$ cat config.mk
export PLATFORM = sky130hd
export DESIGN_NAME = fws_ctrl
export DESIGN_NICKNAME = d
export VERILOG_FILES = /design/src/core/fws_pkg.sv /design/src/core/fws_bus.sv /design/src/core/fws_ctrl.sv
export SDC_FILE = /design/constraint.sdc
export NUM_CORES = 1
export LEC_CHECK = 0
export BUFFER_PORTS_ARGS = -buffer_cell sky130_fd_sc_hd__buf_4
export CAP_MARGIN = 0
export CORE_ASPECT_RATIO = 2
export CORE_MARGIN = 10
export CORE_UTILIZATION = 30
export CTS_CLUSTER_DIAMETER = 150
export CTS_CLUSTER_SIZE = 24
export DETAILED_ROUTE_END_ITERATION = 8
export SYNTH_ARGS = -nofsm -noshare
export SYNTH_HDL_FRONTEND = slang
export SYNTH_HIERARCHICAL = 1
export SYNTH_SLANG_ARGS = --single-unit
export TNS_END_PERCENT = 100
$ cat constraint.sdc
create_clock -name clk -period 2.3 [get_ports clk]
set_clock_uncertainty 0.15 [all_clocks]
set_input_delay 0.23 -clock clk [delete_from_list [all_inputs] [get_ports clk]]
set_output_delay 0.23 -clock clk [all_outputs]
set_load 0.1 [all_outputs]
$ cat src/core/fws_pkg.sv
// Shared constants and types for the flash write-status polling controller
`default_nettype none
package fws_pkg;
   // Bus widths of the byte-wide flash
   localparam int ADDR_W = 17;
   localparam int DATA_W = 8;

   // Clock and strobe timing
   localparam int CLK_PERIOD_NS = 50;
   localparam int T_ACC_NS = 90;
   localparam int T_WP_NS = 45;
   localparam int ACC_CYC = (T_ACC_NS + CLK_PERIOD_NS - 1) / CLK_PERIOD_NS;
   localparam int WP_CYC = (T_WP_NS + CLK_PERIOD_NS - 1) / CLK_PERIOD_NS;
   localparam logic [3:0] ACC_LAST = 4'(ACC_CYC - 1);
   localparam logic [3:0] WP_LAST = 4'(WP_CYC - 1);

   // Reset command: one write of this byte to any address
   localparam logic [7:0] CMD_RESET = 8'hF0;
   localparam logic [ADDR_W-1:0] RESET_ADDR = 17'h00000;

   // Status bit positions on the data bus
   localparam int BIT_POLL = 7;
   localparam int BIT_OPTOG = 6;
   localparam int BIT_TIMEOUT = 5;
   localparam int BIT_WINDOW = 3;
   localparam int BIT_SECTOG = 2;

   // Helper read counter saturation value
   localparam logic [2:0] RD_CNT_MAX = 3'h7;

   // Controller sequencer states
   typedef enum logic [3:0] {
      ST_IDLE = 4'h0,
      ST_TG_RD1 = 4'h1,
      ST_TG_RD2 = 4'h2,
      ST_TG_RD3 = 4'h3,
      ST_RST_WR = 4'h4,
      ST_WIN_PRE = 4'h5,
      ST_CMD_WR = 4'h6,
      ST_WIN_POST = 4'h7,
      ST_USER_WR = 4'h8
   } fws_state_e;

   // Bus cycle engine states
   typedef enum logic [1:0] {
      BS_IDLE = 2'h0,
      BS_ACT = 2'h1,
      BS_END = 2'h2
   } fws_bus_state_e;
endpackage : fws_pkg
`default_nettype wire

$ cat src/core/fws_bus.sv
// Single read or write cycle engine on the flash strobes
`timescale 1ns/1ns
`default_nettype none
module fws_bus (
   input wire logic clk,
   input wire logic resetn,
   input wire logic req,
   input wire logic req_we,
   input wire logic [fws_pkg::ADDR_W-1:0] req_addr,
   input wire logic [fws_pkg::DATA_W-1:0] req_data,
   output logic ack,
   output logic [fws_pkg::DATA_W-1:0] rdata,
   output logic ce_n,
   output logic oe_n,
   output logic we_n,
   output logic [fws_pkg::ADDR_W-1:0] addr,
   output logic [fws_pkg::DATA_W-1:0] dq_out,
   output logic dq_oe,
   input wire logic [fws_pkg::DATA_W-1:0] dq_in
);
   typedef struct packed {
      fws_pkg::fws_bus_state_e st;
      logic [3:0] cnt;
      logic wr;
      logic ce_n;
      logic oe_n;
      logic we_n;
      logic [fws_pkg::ADDR_W-1:0] addr;
      logic [fws_pkg::DATA_W-1:0] dout;
      logic dq_oe;
      logic ack;
      logic [fws_pkg::DATA_W-1:0] rdata;
   } fws_bus_s;

   fws_bus_s b_reg;
   fws_bus_s b_next;

   ////////////////////////////////////////////////////////////////////////
   // Next state: strobes asserted together; we_n released a cycle before ce_n and oe_n
   always_comb begin
      b_next = b_reg;
      b_next.ack = 1'b0;
      case (b_reg.st)
         fws_pkg::BS_IDLE: begin
            // Requests only taken here; a request while busy is lost
            if (req) begin
               b_next.st = fws_pkg::BS_ACT;
               b_next.cnt = 4'h0;
               b_next.wr = req_we;
               b_next.addr = req_addr;
               b_next.dout = req_data;
               b_next.ce_n = 1'b0;
               b_next.oe_n = req_we;
               b_next.we_n = !req_we;
               b_next.dq_oe = req_we;
            end
         end
         fws_pkg::BS_ACT: begin
            if (b_reg.wr && b_reg.cnt == fws_pkg::WP_LAST) begin
               b_next.we_n = 1'b1; // Data latched on this rising edge
               b_next.st = fws_pkg::BS_END;
            end else if (!b_reg.wr && b_reg.cnt == fws_pkg::ACC_LAST) begin
               b_next.rdata = dq_in; // Access time met
               b_next.st = fws_pkg::BS_END;
            end else begin
               b_next.cnt = b_reg.cnt + 4'h1;
            end
         end
         fws_pkg::BS_END: begin
            // One cycle of data hold before the bus is released
            b_next.ce_n = 1'b1;
            b_next.oe_n = 1'b1;
            b_next.dq_oe = 1'b0;
            b_next.ack = 1'b1;
            b_next.st = fws_pkg::BS_IDLE;
         end
         default: begin
            b_next.st = fws_pkg::BS_IDLE;
         end
      endcase
   end

   // State register
   always_ff @(posedge clk) begin
      if (!resetn) begin
         b_reg <= '0;
         b_reg.ce_n <= 1'b1;
         b_reg.oe_n <= 1'b1;
         b_reg.we_n <= 1'b1;
      end else begin
         b_reg <= b_next;
      end
   end

   assign ack = b_reg.ack;
   assign rdata = b_reg.rdata;
   assign ce_n = b_reg.ce_n;
   assign oe_n = b_reg.oe_n;
   assign we_n = b_reg.we_n;
   assign addr = b_reg.addr;
   assign dq_out = b_reg.dout;
   assign dq_oe = b_reg.dq_oe;
endmodule : fws_bus
`default_nettype wire

$ cat src/core/fws_ctrl.sv
// Host controller: toggle polling, failure reset, sector-add window check
`timescale 1ns/1ns
`default_nettype none
// Function
// - Host reads status twice in a row; unchanged toggle means finished.
// - Toggling with timeout flag high: recheck once; still toggling fails.
// - Host resuming polling restarts from the first double read.
// - After any timeout failure host writes the reset command.
// - Host may ignore window flag only with adds under 50 us apart; this host always checks it.
// - Host checks window flag before and after each added sector.
// - Host polls at the program address or a sector being erased.
// - Reset command is a single write of F0 to any address.
module fws_ctrl (
   input wire logic clk,
   input wire logic resetn,
   input wire logic start_poll,
   input wire logic [fws_pkg::ADDR_W-1:0] poll_addr,
   input wire logic stop_poll,
   input wire logic add_sector,
   input wire logic write_req,
   input wire logic [fws_pkg::ADDR_W-1:0] cmd_addr,
   input wire logic [fws_pkg::DATA_W-1:0] cmd_data,
   output logic busy,
   output logic op_done,
   output logic op_failed,
   output logic add_done,
   output logic add_rejected,
   output logic sector_erasing,
   output logic [fws_pkg::DATA_W-1:0] last_status,
   output logic flash_ce_n,
   output logic flash_oe_n,
   output logic flash_we_n,
   output logic [fws_pkg::ADDR_W-1:0] flash_addr,
   output logic [fws_pkg::DATA_W-1:0] flash_dq_out,
   output logic flash_dq_oe,
   input wire logic [fws_pkg::DATA_W-1:0] flash_dq_in
);
   typedef struct packed {
      fws_pkg::fws_state_e st;
      logic issued;
      logic req;
      logic we;
      logic [fws_pkg::ADDR_W-1:0] addr;
      logic [fws_pkg::DATA_W-1:0] wdata;
      logic [fws_pkg::DATA_W-1:0] first;
      logic polling;
      logic stop;
      logic busy;
      logic op_done;
      logic op_failed;
      logic add_done;
      logic add_rejected;
      logic sector_erasing;
      logic [fws_pkg::DATA_W-1:0] last_status;
   } fws_ctrl_s;

   fws_ctrl_s s_reg;
   fws_ctrl_s s_next;
   logic bus_ack;
   logic [fws_pkg::DATA_W-1:0] bus_rdata;
   logic done;
   logic [2:0] rd_cnt;

   // States that drive a write cycle rather than a read
   function automatic logic is_write(input fws_pkg::fws_state_e st);
      is_write = (st == fws_pkg::ST_CMD_WR) || (st == fws_pkg::ST_RST_WR) ||
                 (st == fws_pkg::ST_USER_WR);
   endfunction : is_write

   // Toggle bit unchanged between two reads; other bits are not trusted
   function automatic logic same_toggle(input logic [7:0] a,
                                        input logic [7:0] b);
      same_toggle = a[fws_pkg::BIT_OPTOG] == b[fws_pkg::BIT_OPTOG];
   endfunction : same_toggle

   ////////////////////////////////////////////////////////////////////////
   // One bus cycle is issued per state; done marks its answer
   assign done = s_reg.issued && bus_ack;

   always_comb begin
      s_next = s_reg;
      s_next.req = 1'b0;
      s_next.op_done = 1'b0;
      s_next.op_failed = 1'b0;
      s_next.add_done = 1'b0;
      s_next.add_rejected = 1'b0;
      // Stop request only honoured after the second read of a pair
      if (stop_poll && s_reg.polling) begin
         s_next.stop = 1'b1;
      end
      if (s_reg.st != fws_pkg::ST_IDLE && !s_reg.issued) begin
         s_next.req = 1'b1;
         s_next.issued = 1'b1;
         s_next.we = is_write(s_reg.st);
      end
      if (done) begin
         s_next.issued = 1'b0;
      end
      case (s_reg.st)
         fws_pkg::ST_IDLE: begin
            s_next.stop = 1'b0;
            s_next.issued = 1'b0;
            if (start_poll) begin
               // Polling address is held for the whole procedure
               s_next.addr = poll_addr;
               s_next.st = fws_pkg::ST_TG_RD1;
               s_next.busy = 1'b1;
               s_next.polling = 1'b1;
            end else if (add_sector) begin
               s_next.addr = cmd_addr;
               s_next.wdata = cmd_data;
               s_next.st = fws_pkg::ST_WIN_PRE;
               s_next.busy = 1'b1;
            end else if (write_req) begin
               s_next.addr = cmd_addr;
               s_next.wdata = cmd_data;
               s_next.st = fws_pkg::ST_USER_WR;
               s_next.busy = 1'b1;
            end
         end
         fws_pkg::ST_TG_RD1: begin
            if (done) begin
               s_next.first = bus_rdata;
               s_next.last_status = bus_rdata;
               s_next.st = fws_pkg::ST_TG_RD2;
            end
         end
         fws_pkg::ST_TG_RD2: begin
            if (done) begin
               s_next.last_status = bus_rdata;
               // Sector bit toggles only within sectors marked for erase
               s_next.sector_erasing = s_reg.first[fws_pkg::BIT_SECTOG] ^
                                       bus_rdata[fws_pkg::BIT_SECTOG];
               if (same_toggle(s_reg.first, bus_rdata)) begin
                  s_next.op_done = 1'b1;
                  s_next.busy = 1'b0;
                  s_next.polling = 1'b0;
                  s_next.st = fws_pkg::ST_IDLE;
               end else if (bus_rdata[fws_pkg::BIT_TIMEOUT]) begin
                  // Toggle may have stopped just as the flag rose
                  s_next.first = bus_rdata;
                  s_next.st = fws_pkg::ST_TG_RD3;
               end else if (s_reg.stop || stop_poll) begin
                  // Leaving means the next start begins at a fresh pair
                  s_next.busy = 1'b0;
                  s_next.polling = 1'b0;
                  s_next.st = fws_pkg::ST_IDLE;
               end else begin
                  s_next.st = fws_pkg::ST_TG_RD1;
               end
            end
         end
         fws_pkg::ST_TG_RD3: begin
            if (done) begin
               s_next.last_status = bus_rdata;
               if (same_toggle(s_reg.first, bus_rdata)) begin
                  s_next.op_done = 1'b1;
                  s_next.busy = 1'b0;
                  s_next.polling = 1'b0;
                  s_next.st = fws_pkg::ST_IDLE;
               end else begin
                  s_next.addr = fws_pkg::RESET_ADDR;
                  s_next.wdata = fws_pkg::CMD_RESET;
                  s_next.polling = 1'b0;
                  s_next.st = fws_pkg::ST_RST_WR;
               end
            end
         end
         fws_pkg::ST_RST_WR: begin
            if (done) begin
               s_next.op_failed = 1'b1;
               s_next.busy = 1'b0;
               s_next.st = fws_pkg::ST_IDLE;
            end
         end
         fws_pkg::ST_WIN_PRE: begin
            if (done) begin
               s_next.first = bus_rdata;
               // Window already closed: the device would drop the command
               if (bus_rdata[fws_pkg::BIT_WINDOW]) begin
                  s_next.add_done = 1'b1;
                  s_next.add_rejected = 1'b1;
                  s_next.busy = 1'b0;
                  s_next.st = fws_pkg::ST_IDLE;
               end else begin
                  s_next.st = fws_pkg::ST_CMD_WR;
               end
            end
         end
         fws_pkg::ST_CMD_WR: begin
            if (done) begin
               s_next.st = fws_pkg::ST_WIN_POST;
            end
         end
         fws_pkg::ST_WIN_POST: begin
            // Always checked, so add spacing need not be guaranteed
            if (done) begin
               s_next.add_done = 1'b1;
               s_next.add_rejected = bus_rdata[fws_pkg::BIT_WINDOW];
               s_next.last_status = bus_rdata;
               s_next.busy = 1'b0;
               s_next.st = fws_pkg::ST_IDLE;
            end
         end
         fws_pkg::ST_USER_WR: begin
            if (done) begin
               s_next.busy = 1'b0;
               s_next.st = fws_pkg::ST_IDLE;
            end
         end
         default: begin
            s_next.st = fws_pkg::ST_IDLE;
            s_next.busy = 1'b0;
         end
      endcase
   end

   // State register
   always_ff @(posedge clk) begin
      if (!resetn) begin
         s_reg <= '0;
      end else begin
         s_reg <= s_next;
      end
   end

   ////////////////////////////////////////////////////////////////////////
   // Bus cycle engine
   fws_bus u_bus (
      .clk(clk),
      .resetn(resetn),
      .req(s_reg.req),
      .req_we(s_reg.we),
      .req_addr(s_reg.addr),
      .req_data(s_reg.wdata),
      .ack(bus_ack),
      .rdata(bus_rdata),
      .ce_n(flash_ce_n),
      .oe_n(flash_oe_n),
      .we_n(flash_we_n),
      .addr(flash_addr),
      .dq_out(flash_dq_out),
      .dq_oe(flash_dq_oe),
      .dq_in(flash_dq_in)
   );

   assign busy = s_reg.busy;
   assign op_done = s_reg.op_done;
   assign op_failed = s_reg.op_failed;
   assign add_done = s_reg.add_done;
   assign add_rejected = s_reg.add_rejected;
   assign sector_erasing = s_reg.sector_erasing;
   assign last_status = s_reg.last_status;

   ////////////////////////////////////////////////////////////////////////
   // Reads since the poll started, only watched by the checks below
   always_ff @(posedge clk) begin
      if (!resetn) begin
         rd_cnt <= 3'h0;
      end else if (s_reg.st == fws_pkg::ST_IDLE && start_poll) begin
         rd_cnt <= 3'h0;
      end else if (done && s_reg.polling && rd_cnt != fws_pkg::RD_CNT_MAX) begin
         rd_cnt <= rd_cnt + 3'h1;
      end
   end
endmodule : fws_ctrl
`default_nettype wire

==> results of run 1 <==
-- per-layer routing --
layer	vias to the layer above	global-route usage [%]
met5	-	0
met4	0	5.93
met3	18	3.03
met2	89	21.6
met1	1726	11.0
li1	1861	-
-- tightest hold or removal path: stages --
cell,delay (ps)
buf_4,110
nand3_1,60
a21oi_1,50
-- path summary, 6_finish.rpt --
check,start,end,slack [ps],cells past startpoint
worst min-delay path,flash_dq_in[4],u_bus/rdata[4],3,3
worst min register to register,s_reg[26],u_bus/dq_out[2],300,2
worst max register to register,s_reg[54],s_reg[53],160,6
worst max-delay path,s_reg[54],s_reg[53],160,6
-- power by group --
group	switching (mW)	internal, mW	leakage (nW)
clock	0.713	0.770	0.144
sequential	0.274	1.93	0.774
combinational	1.37	0.797	1.31
-- cell type report --
| cell class | count | area [µm²] |
|---|---|---|
| Clock inverter | 7 | 70.1 |
| Timing Repair Buffer | 118 | 931 |
| Fill cell | 1559 | 9290 |
| Inverter | 10 | 37.5 |
| Clock buffer | 9 | 225 |
| Multi-Input combinational cell | 350 | 2120 |
| Sequential cell | 95 | 1900 |
| Tap cell | 195 | 244 |
-- per-stage QoR --
step           power, mW  instances  cell area (µm²)  hold slack, ps
3_3_place_gp        4.30        759             5140             290
6_report            5.86        784             5530            2.82
2_1_floorplan       3.94        526             4540             142
5_1_grt             6.18        784             5530           0.227
3_5_place_dp        4.34        759             5140             294
4_1_cts             5.84        783             5510            1.42
-- what timing repair did --
action,CTS,global route
setup endpoints to repair,0,12
endpoints found under the hold margin,8,0
setup buffers,0,1
gates resized for setup,0,1
hold buffers,8,0
-- cells in the final DEF (no fill, tap or decap), types with 2 or more instances in the layout --
cell type and instances:
o21ai_0 7, nand2b_1 9, mux2i_1 32, nand4_1 6, a31oi_1 3, a211oi_1 3
a21oi_1 46, inv_1 9, buf_12 2, mux2_2 18, dlygate4sd3_1 8, nor2_1 27
inv_8 4, nand2_1 105, nor3_1 12, nand3_1 14, and2_1 4, nor2b_1 8
buf_4 108, and3_1 2, nor4_2 2, clkbuf_16 9, dfxtp_1 94, o21ai_1 11
ha_1 3, or4_1 2
-- cell families after synthesis --
family / after synthesis / synth area share [%]
AO/OA/AOI/OAI: 88 / 11.7
XOR/XNOR: 2 / 0.386
adder cells (fa/ha/maj): 3 / 0.828
buffers and inverters: 81 / 11.3
flip-flops: 95 / 41.9
multiplexers: 50 / 11.5
AND/OR/NAND/NOR: 207 / 22.4
==> flow_summary.ini, run 1 <==
[grt]
antenna_found_initial = 0
grt_pass1_vias = 3964
grt_overflow_total = 0
grt_pass1_wl_mm = 19.2
grt_max_degree = 32
track_usage_pct = 11.5

[die]
dieWidth_um = 107
start_util_pct = 30.6
core_area_um2 = 14800
die_h_um = 194
die_area_um2 = 20700
io_pins = 99
core.rowCount = 63

[setup_path]
cp_cell_sequence = buf_4, nor4b_1, a31oi_1, o221ai_1, o21bai_2, mux2i_1
cpPeakStageDelay_ps = 470
crit_type = reg2reg
critPathMaxFanout = 16
startpoint_type = flop
path_buf_inv = 1
crit_family = compound AO/OA/AOI/OAI gates
endpoint_kind = flop
required_ps = 2420
slowest_stage = dfxtp_1
cp.arrival_ps = 2250

[detailed_routing]
routed_wl_mm = 12.1
ant_nets = 0
dr_wl_met3_um = 657
met1_length_mm = 4.62
top_layer_used = met4
drt_iter0_drc = 149
wl_met2_mm = 6.55
vias = 3694
via_per_inst = 4.71
routedWlPerCell_um = 15.5
drc = 0
first_pass_iters = 4

[placed_design]
place_ws_ps = 131
dp_hpwl_mm = 9.34
gp_congestion = 0.808
portBuffers = 98

[layout]
num_antenna_cells = 0
drive_gt1_share_pct = 27.0
postLayoutCoreUtil_pct = 37.3
area_growth_pct = 22.0
fin_nets = 643
largest_reg_flops = 36

[sta]
slew_headroom_pct = 48.8
hold_viol = 0
min_period_ps = 2140
fin_crit_sh_pct = 92.9
layout_setup_ws_ps = 163
rsz0062_at_grt = false
setup_tns_ps = 0
maxSlewViolCount = 0
setup_violations = 0
worstMarginPinSlew_ps = 763
fmax_ghz = 0.468

[power]
powerDensity_nw_per_um2 = 1060
p_leak_nw = 2.23
irDropWorstVdd_v = 0.000450

[flow_run]
drv_cap = 0

[yosys]
synth_seq_area_share_pct = 41.9
syn_inst = 526
syn_nets = 585
synth_top_cell_by_area = dfxtp_1
synth_seq_cells = 95
ys.warnings.count = 6
async_flop_share_pct = 0
yosysMostFrequentCell = nand2_1
yosysUniqueCellTypes = 63
avgSynthCellArea_um2 = 8.62
synth_area_leaders = dfxtp_1 (42%), nand2_1 (8.7%), buf_4 (7.3%)
synthTopCellsByCount = nand2_1 (105), dfxtp_1 (95), a21oi_1 (46)
synth_top_area_share_pct = 41.9
ys.flop_type = dfxtp_1
synth_area_um2 = 4540
synth-edff-count = 0

[clock_network]
path_clk_slew_ps = 70
htreeDepth = 3
cts.sink_count = 95
clock_latency_ps = 350
cts_tree = built
numCtsBuffers = 9
cts_buffer_depth = 2
cts_root_buffer = clkbuf_16

[status]
status = completed

[worst_hold_path]
hold_class = in2reg
No activity file was read; power rests on OpenSTA's default activity.
==> inputs of run 2 (changes only) <==
Settings changed: CORE_ASPECT_RATIO 2 to default, CORE_UTILIZATION 30 to 54, GPL_ROUTABILITY_DRIVEN from default to 0, PLACE_DENSITY from default to 0.79.
==> run 2 against run 1 <==
- critical path depth down 1
- flip-flop and latch count did not move
- design area down 3.3%
- die area shrank 40%
- first-iteration DRC count rose by 17%
- sequential share of layout area rose by 1.2 points
- power down 9.0%
- worst hold slack better by 42 ps
- worst setup slack lost 18 ps
- combinational power down 2%
==> flow_summary.ini, run 2 (synthesis gave the netlist of run 1 again) <==
[status]
status = completed

[setup_path]
startpoint_type = flop
reg2reg_depth = 5
path_buf_inv = 0
endpoint_kind = flop
rr_startpoint = s_reg[52]
slowest_stage = dfxtp_1
cp.arrival_ps = 2250
critPathMaxFanout = 16
r2r-end = last_status[6]
r2r_slack_ps = 140
cp-startpoint = s_reg[52]
required_ps = 2390
cp.depth = 5
cp_cell_sequence = nand2_2, o21a_1, nor3_4, mux2i_1, nor2_1
crit_family = simple AND/OR/NAND/NOR gates
cpPeakStageDelay_ps = 670
crit_type = reg2reg

[worst_hold_path]
hold_class = in2reg
hold_path.startpoint = cmd_data[7]
min_to = s_reg[31]
min_path_cells = 3

[sta]
rsz0062_at_grt = false
hold_viol = 0
fin_crit_sh_pct = 93.7
fmax_ghz = 0.464
slew_headroom_pct = 55.3
setup_violations = 0
maxSlewViolCount = 0
worstMarginPinSlew_ps = 666
layout_setup_ws_ps = 145
setup_tns_ps = 0
min_period_ps = 2160

[clock_network]
cts_buffer_depth = 2
htreeDepth = 3
cts_root_buffer = clkbuf_8
clock_latency_ps = 350
cts_tree = built
path_clk_slew_ps = 100
numCtsBuffers = 9
cts.sink_count = 95

[placed_design]
portBuffers = 98
dp_hpwl_mm = 7.90
place_ws_ps = 174

[detailed_routing]
via_per_inst = 5.45
routed_wl_mm = 10.9
routedWlPerCell_um = 15.5
drc = 0
ant_nets = 0
vias = 3820
first_pass_iters = 5
drt_iter0_drc = 174

[grt]
grt_max_degree = 34
met2_usage_pct = 28.8
use_met3_pct = 3.17
grt.busiest_layer = met2
grt_pass1_vias = 3675
grt_use_met1_pct = 20.0
grt_overflow_total = 0
grt_pass1_wl_mm = 17.7
antenna_found_initial = 0
track_usage_pct = 16.5

[die]
dieWidth_um = 112
core_area_um2 = 8180
core.rowCount = 33
die_area_um2 = 12500
io_pins = 99
die_h_um = 112
start_util_pct = 55.5

[layout]
largest_reg_flops = 36
fin_nets = 650
final_common_cell = buf_4
num_antenna_cells = 0
final.fill_count = 683
multiInputGateArea_um2 = 2120
layout_common_cells = buf_4 (109), nand2_1 (105), dfxtp_1 (94), a21oi_1 (46), mux2i_1 (32)
drive_gt1_share_pct = 26.3
area_growth_pct = 18.0
seqCellArea_um2 = 1900

[power]
p_leak_nw = 2.19
powerDensity_nw_per_um2 = 996
irDropWorstVdd_v = 0.000685

[flow_run]
drv_cap = 0
-- run 2: cell types whose count changed in the layout (fill, tap and decap cells not counted) --
cell | before | now
buf_12 | 2 | 0
buf_4 | 108 | 109
clkbuf_1 | 0 | 1
clkbuf_16 | 9 | 0
clkbuf_8 | 0 | 9
clkinv_4 | 1 | 2
clkinvlp_4 | 1 | 2
dlygate4sd3_1 | 8 | 16
inv_8 | 4 | 1
-- run 2: worst register-to-register path, delay by kind of cell, from the launching register on --
family           cells  cell delay, ps
multiplexers         1             260
AO/OA/AOI/OAI        1             200
flip-flops           1             670
AND/OR/NAND/NOR      3             770
-- run 2: where the power goes --
group / internal (mW) / switching [mW]
clock network: 0.409 / 0.607
logic: 0.760 / 1.36
registers: 1.93 / 0.261
-- run 2: worst max path at each step --
| stage | slack [ps] | to |
|---|---|---|
| after floorplan | 560 | s_reg[39] |
| after global placement | 310 | last_status[5] |
| after detailed placement | 170 | last_status[6] |
| after CTS | 160 | last_status[6] |
| after global routing | 10 | last_status[1] |
| final | 140 | last_status[6] |
-- run 2: layout make-up --
cell class,count,area share [%]
well taps,105,2.45
clock inverters,6,0.982
repair buffers,125,18.3
clock buffers,10,2.38
inverters,10,0.701
flip-flops and latches,95,35.5
multi-input cells,350,39.7
-- run 2: per-stage QoR --
| step | total power [mW] | instance area (µm²) | std cells | hold slack [ps] | util [%] |
|---|---|---|---|---|---|
| global placement | 4.26 | 5010 | 669 | 289 | 61.3 |
| global route | 5.61 | 5350 | 701 | 52.4 | 65.5 |
| CTS | 5.33 | 5350 | 701 | 28.9 | 65.5 |
| floorplan | 3.94 | 4540 | 526 | 142 | - |
| finish | 5.33 | 5350 | 701 | 44.9 | 65.5 |
| detailed placement | 4.30 | 5010 | 669 | 293 | 61.3 |
-- run 2: metal layers --
| layer | up-vias | routed length, µm |
|---|---|---|
| met5 | - | 0 |
| met3 | 15 | 593 |
| met1 | 1807 | 4680 |
| met4 | 0 | 121 |
| li1 | 1887 | - |
| met2 | 111 | 5500 |
-- run 2: timing repair --
item,4_1_cts,5_1_grt
hold buffers,16,0
endpoints found under the setup margin,0,3
gates resized for setup,0,1
hold endpoints to repair,16,0
setup buffers,0,0
==> inputs of run 3 (changes only) <==
Settings changed: BUFFER_PORTS_ARGS -buffer_cell sky130_fd_sc_hd__buf_4 to -buffer_cell sky130_fd_sc_hd__buf_2, CORE_UTILIZATION 54 to 50, PLACE_DENSITY 0.79 to 0.74.
==> run 3 against run 2 <==
- worst setup slack better by 13 ps
- maximum frequency is 0.63% higher
- count of clock-buffer cells in the layout shrank 1
- wire length rose by 0.25%
- critical path depth is the same
- non-clock buffer count fell by 2
- worst hold slack lost 39 ps
- design area down 4.3%
- first-iteration DRC count up 23%
- largest power group unchanged
- highest routed layer unchanged
==> flow_summary.ini, run 3 (synthesis gave the netlist of run 1 again) <==
[grt]
grt_pass1_wl_mm = 17.3
grt_overflow_total = 0
antenna_found_initial = 0
grt_max_degree = 26
track_usage_pct = 15.8
grt_pass1_vias = 3705

[sta]
rsz0062_at_grt = false
hold_viol = 0
maxSlewViolCount = 0
setup_violations = 0
slew_headroom_pct = 51.5
min_period_ps = 2140
worstMarginPinSlew_ps = 723
setup_tns_ps = 0
fin_crit_sh_pct = 93.1
fmax_ghz = 0.467

[detailed_routing]
drt_iter0_drc = 214
routedWlPerCell_um = 15.5
vias = 3750
ant_nets = 0
drc = 0
via_per_inst = 5.34
routed_wl_mm = 10.9
first_pass_iters = 4
met1_length_mm = 4.63
top_layer_used = met4
wl_met2_mm = 5.33
dr_wl_met3_um = 758

[worst_hold_path]
hold_path.startpoint = cmd_data[4]
min_path_cells = 3
hold_class = in2reg

[setup_path]
critPathMaxFanout = 17
cp.arrival_ps = 2270
crit_type = reg2reg
required_ps = 2430
startpoint_type = flop
reg2reg_depth = 5
cp-startpoint = s_reg[53]
endpoint_kind = flop
rr_startpoint = s_reg[53]

[placed_design]
place_inst = 671
portBuffers = 98
dp_hpwl_mm = 7.89

[die]
die_area_um2 = 13300
start_util_pct = 51.8
core.rowCount = 34
dieWidth_um = 115
io_pins = 99
core_area_um2 = 8760
die_h_um = 115

[layout]
final.fill_count = 774
largest_reg_flops = 36
final_common_cell = nand2_1
fin_cells = 702
area_growth_pct = 12.9
fin_nets = 648
multiInputGateArea_um2 = 2120
seqCellArea_um2 = 1900
drive_gt1_share_pct = 26.4
num_antenna_cells = 0
layout_common_cells = nand2_1 (105), buf_2 (98), dfxtp_1 (95), a21oi_1 (46), mux2i_1 (32)

[power]
p_leak_nw = 2.15
irDropWorstVdd_v = 0.000646
powerDensity_nw_per_um2 = 1050

[clock_network]
numCtsBuffers = 9
cts_tree = built
clock_latency_ps = 360
cts.sink_count = 95
htreeDepth = 3
path_clk_slew_ps = 110
cts_root_buffer = clkbuf_8
cts_buffer_depth = 2

[status]
status = completed

[flow_run]
drv_cap = 0
[run 3: cell types whose count changed in the layout (fill, tap and decap cells not counted), sizes merged]
cell / before / now
clkbuf: 10 / 9
inv: 11 / 12
clkinvlp: 2 / 1
clkinv: 3 / 4
dlygate4sd3: 16 / 14
[run 3: metrics by stage]
stage / hold slack [ps] / area [µm²] / setup WS [ps] / total power [mW] / utilization [%]
CTS: 2.27 / 5100 / 141 / 5.35 / 58.2
finish: 5.41 / 5120 / 158 / 5.39 / 58.5
global route: 9.99 / 5120 / 29.4 / 5.68 / 58.5
detailed placement: 295 / 4760 / 176 / 4.24 / 54.4
global placement: 288 / 4760 / 304 / 4.19 / 54.4
floorplan: 142 / 4540 / 565 / 3.94 / -
[run 3: cell type report]
cell class / instances / area share, %
inverter: 10 / 0.733
clock buffer: 9 / 2.42
sequential: 95 / 37.1
multi-input combinational: 350 / 41.5
timing repair buffer: 123 / 14.2
clock inverter: 7 / 1.47
tap: 108 / 2.64
[run 3: critical path, stage by stage, from the launching register on]
cell and delay, ps:
dfxtp_1 680, nand2_2 250, nor3b_1 270, o21ai_1 300, nor2b_1 230, nor3_1 180
[run 3: path summary, 6_finish.rpt]
| path | slack (ps) | end |
|---|---|---|
| setup / recovery | 160 | s_reg[31] |
| hold / removal | 5 | s_reg[28] |
| setup reg to reg | 160 | s_reg[31] |
| hold reg to reg | 300 | u_bus/addr[2] |
[run 3: power by group]
group	total (mW)	switching [mW]	internal, mW	leakage [nW]
registers	2.20	0.272	1.93	0.773
logic	2.10	1.37	0.733	1.28
clock network	1.08	0.656	0.428	0.0981
[run 3: what timing repair did]
item                                   CTS  global route
hold buffers                            14             0
gates resized for setup                  0             0
endpoints found under the hold margin   14             0
setup endpoints to repair                0             3
buffers inserted                         0             1
[run 3: per-layer routing]
metal / up-vias / track usage, %
li1: 1868 / -
met4: 0 / 7.10
met5: - / 0
met1: 1748 / 18.6
met3: 16 / 4.22
met2: 118 / 26.4
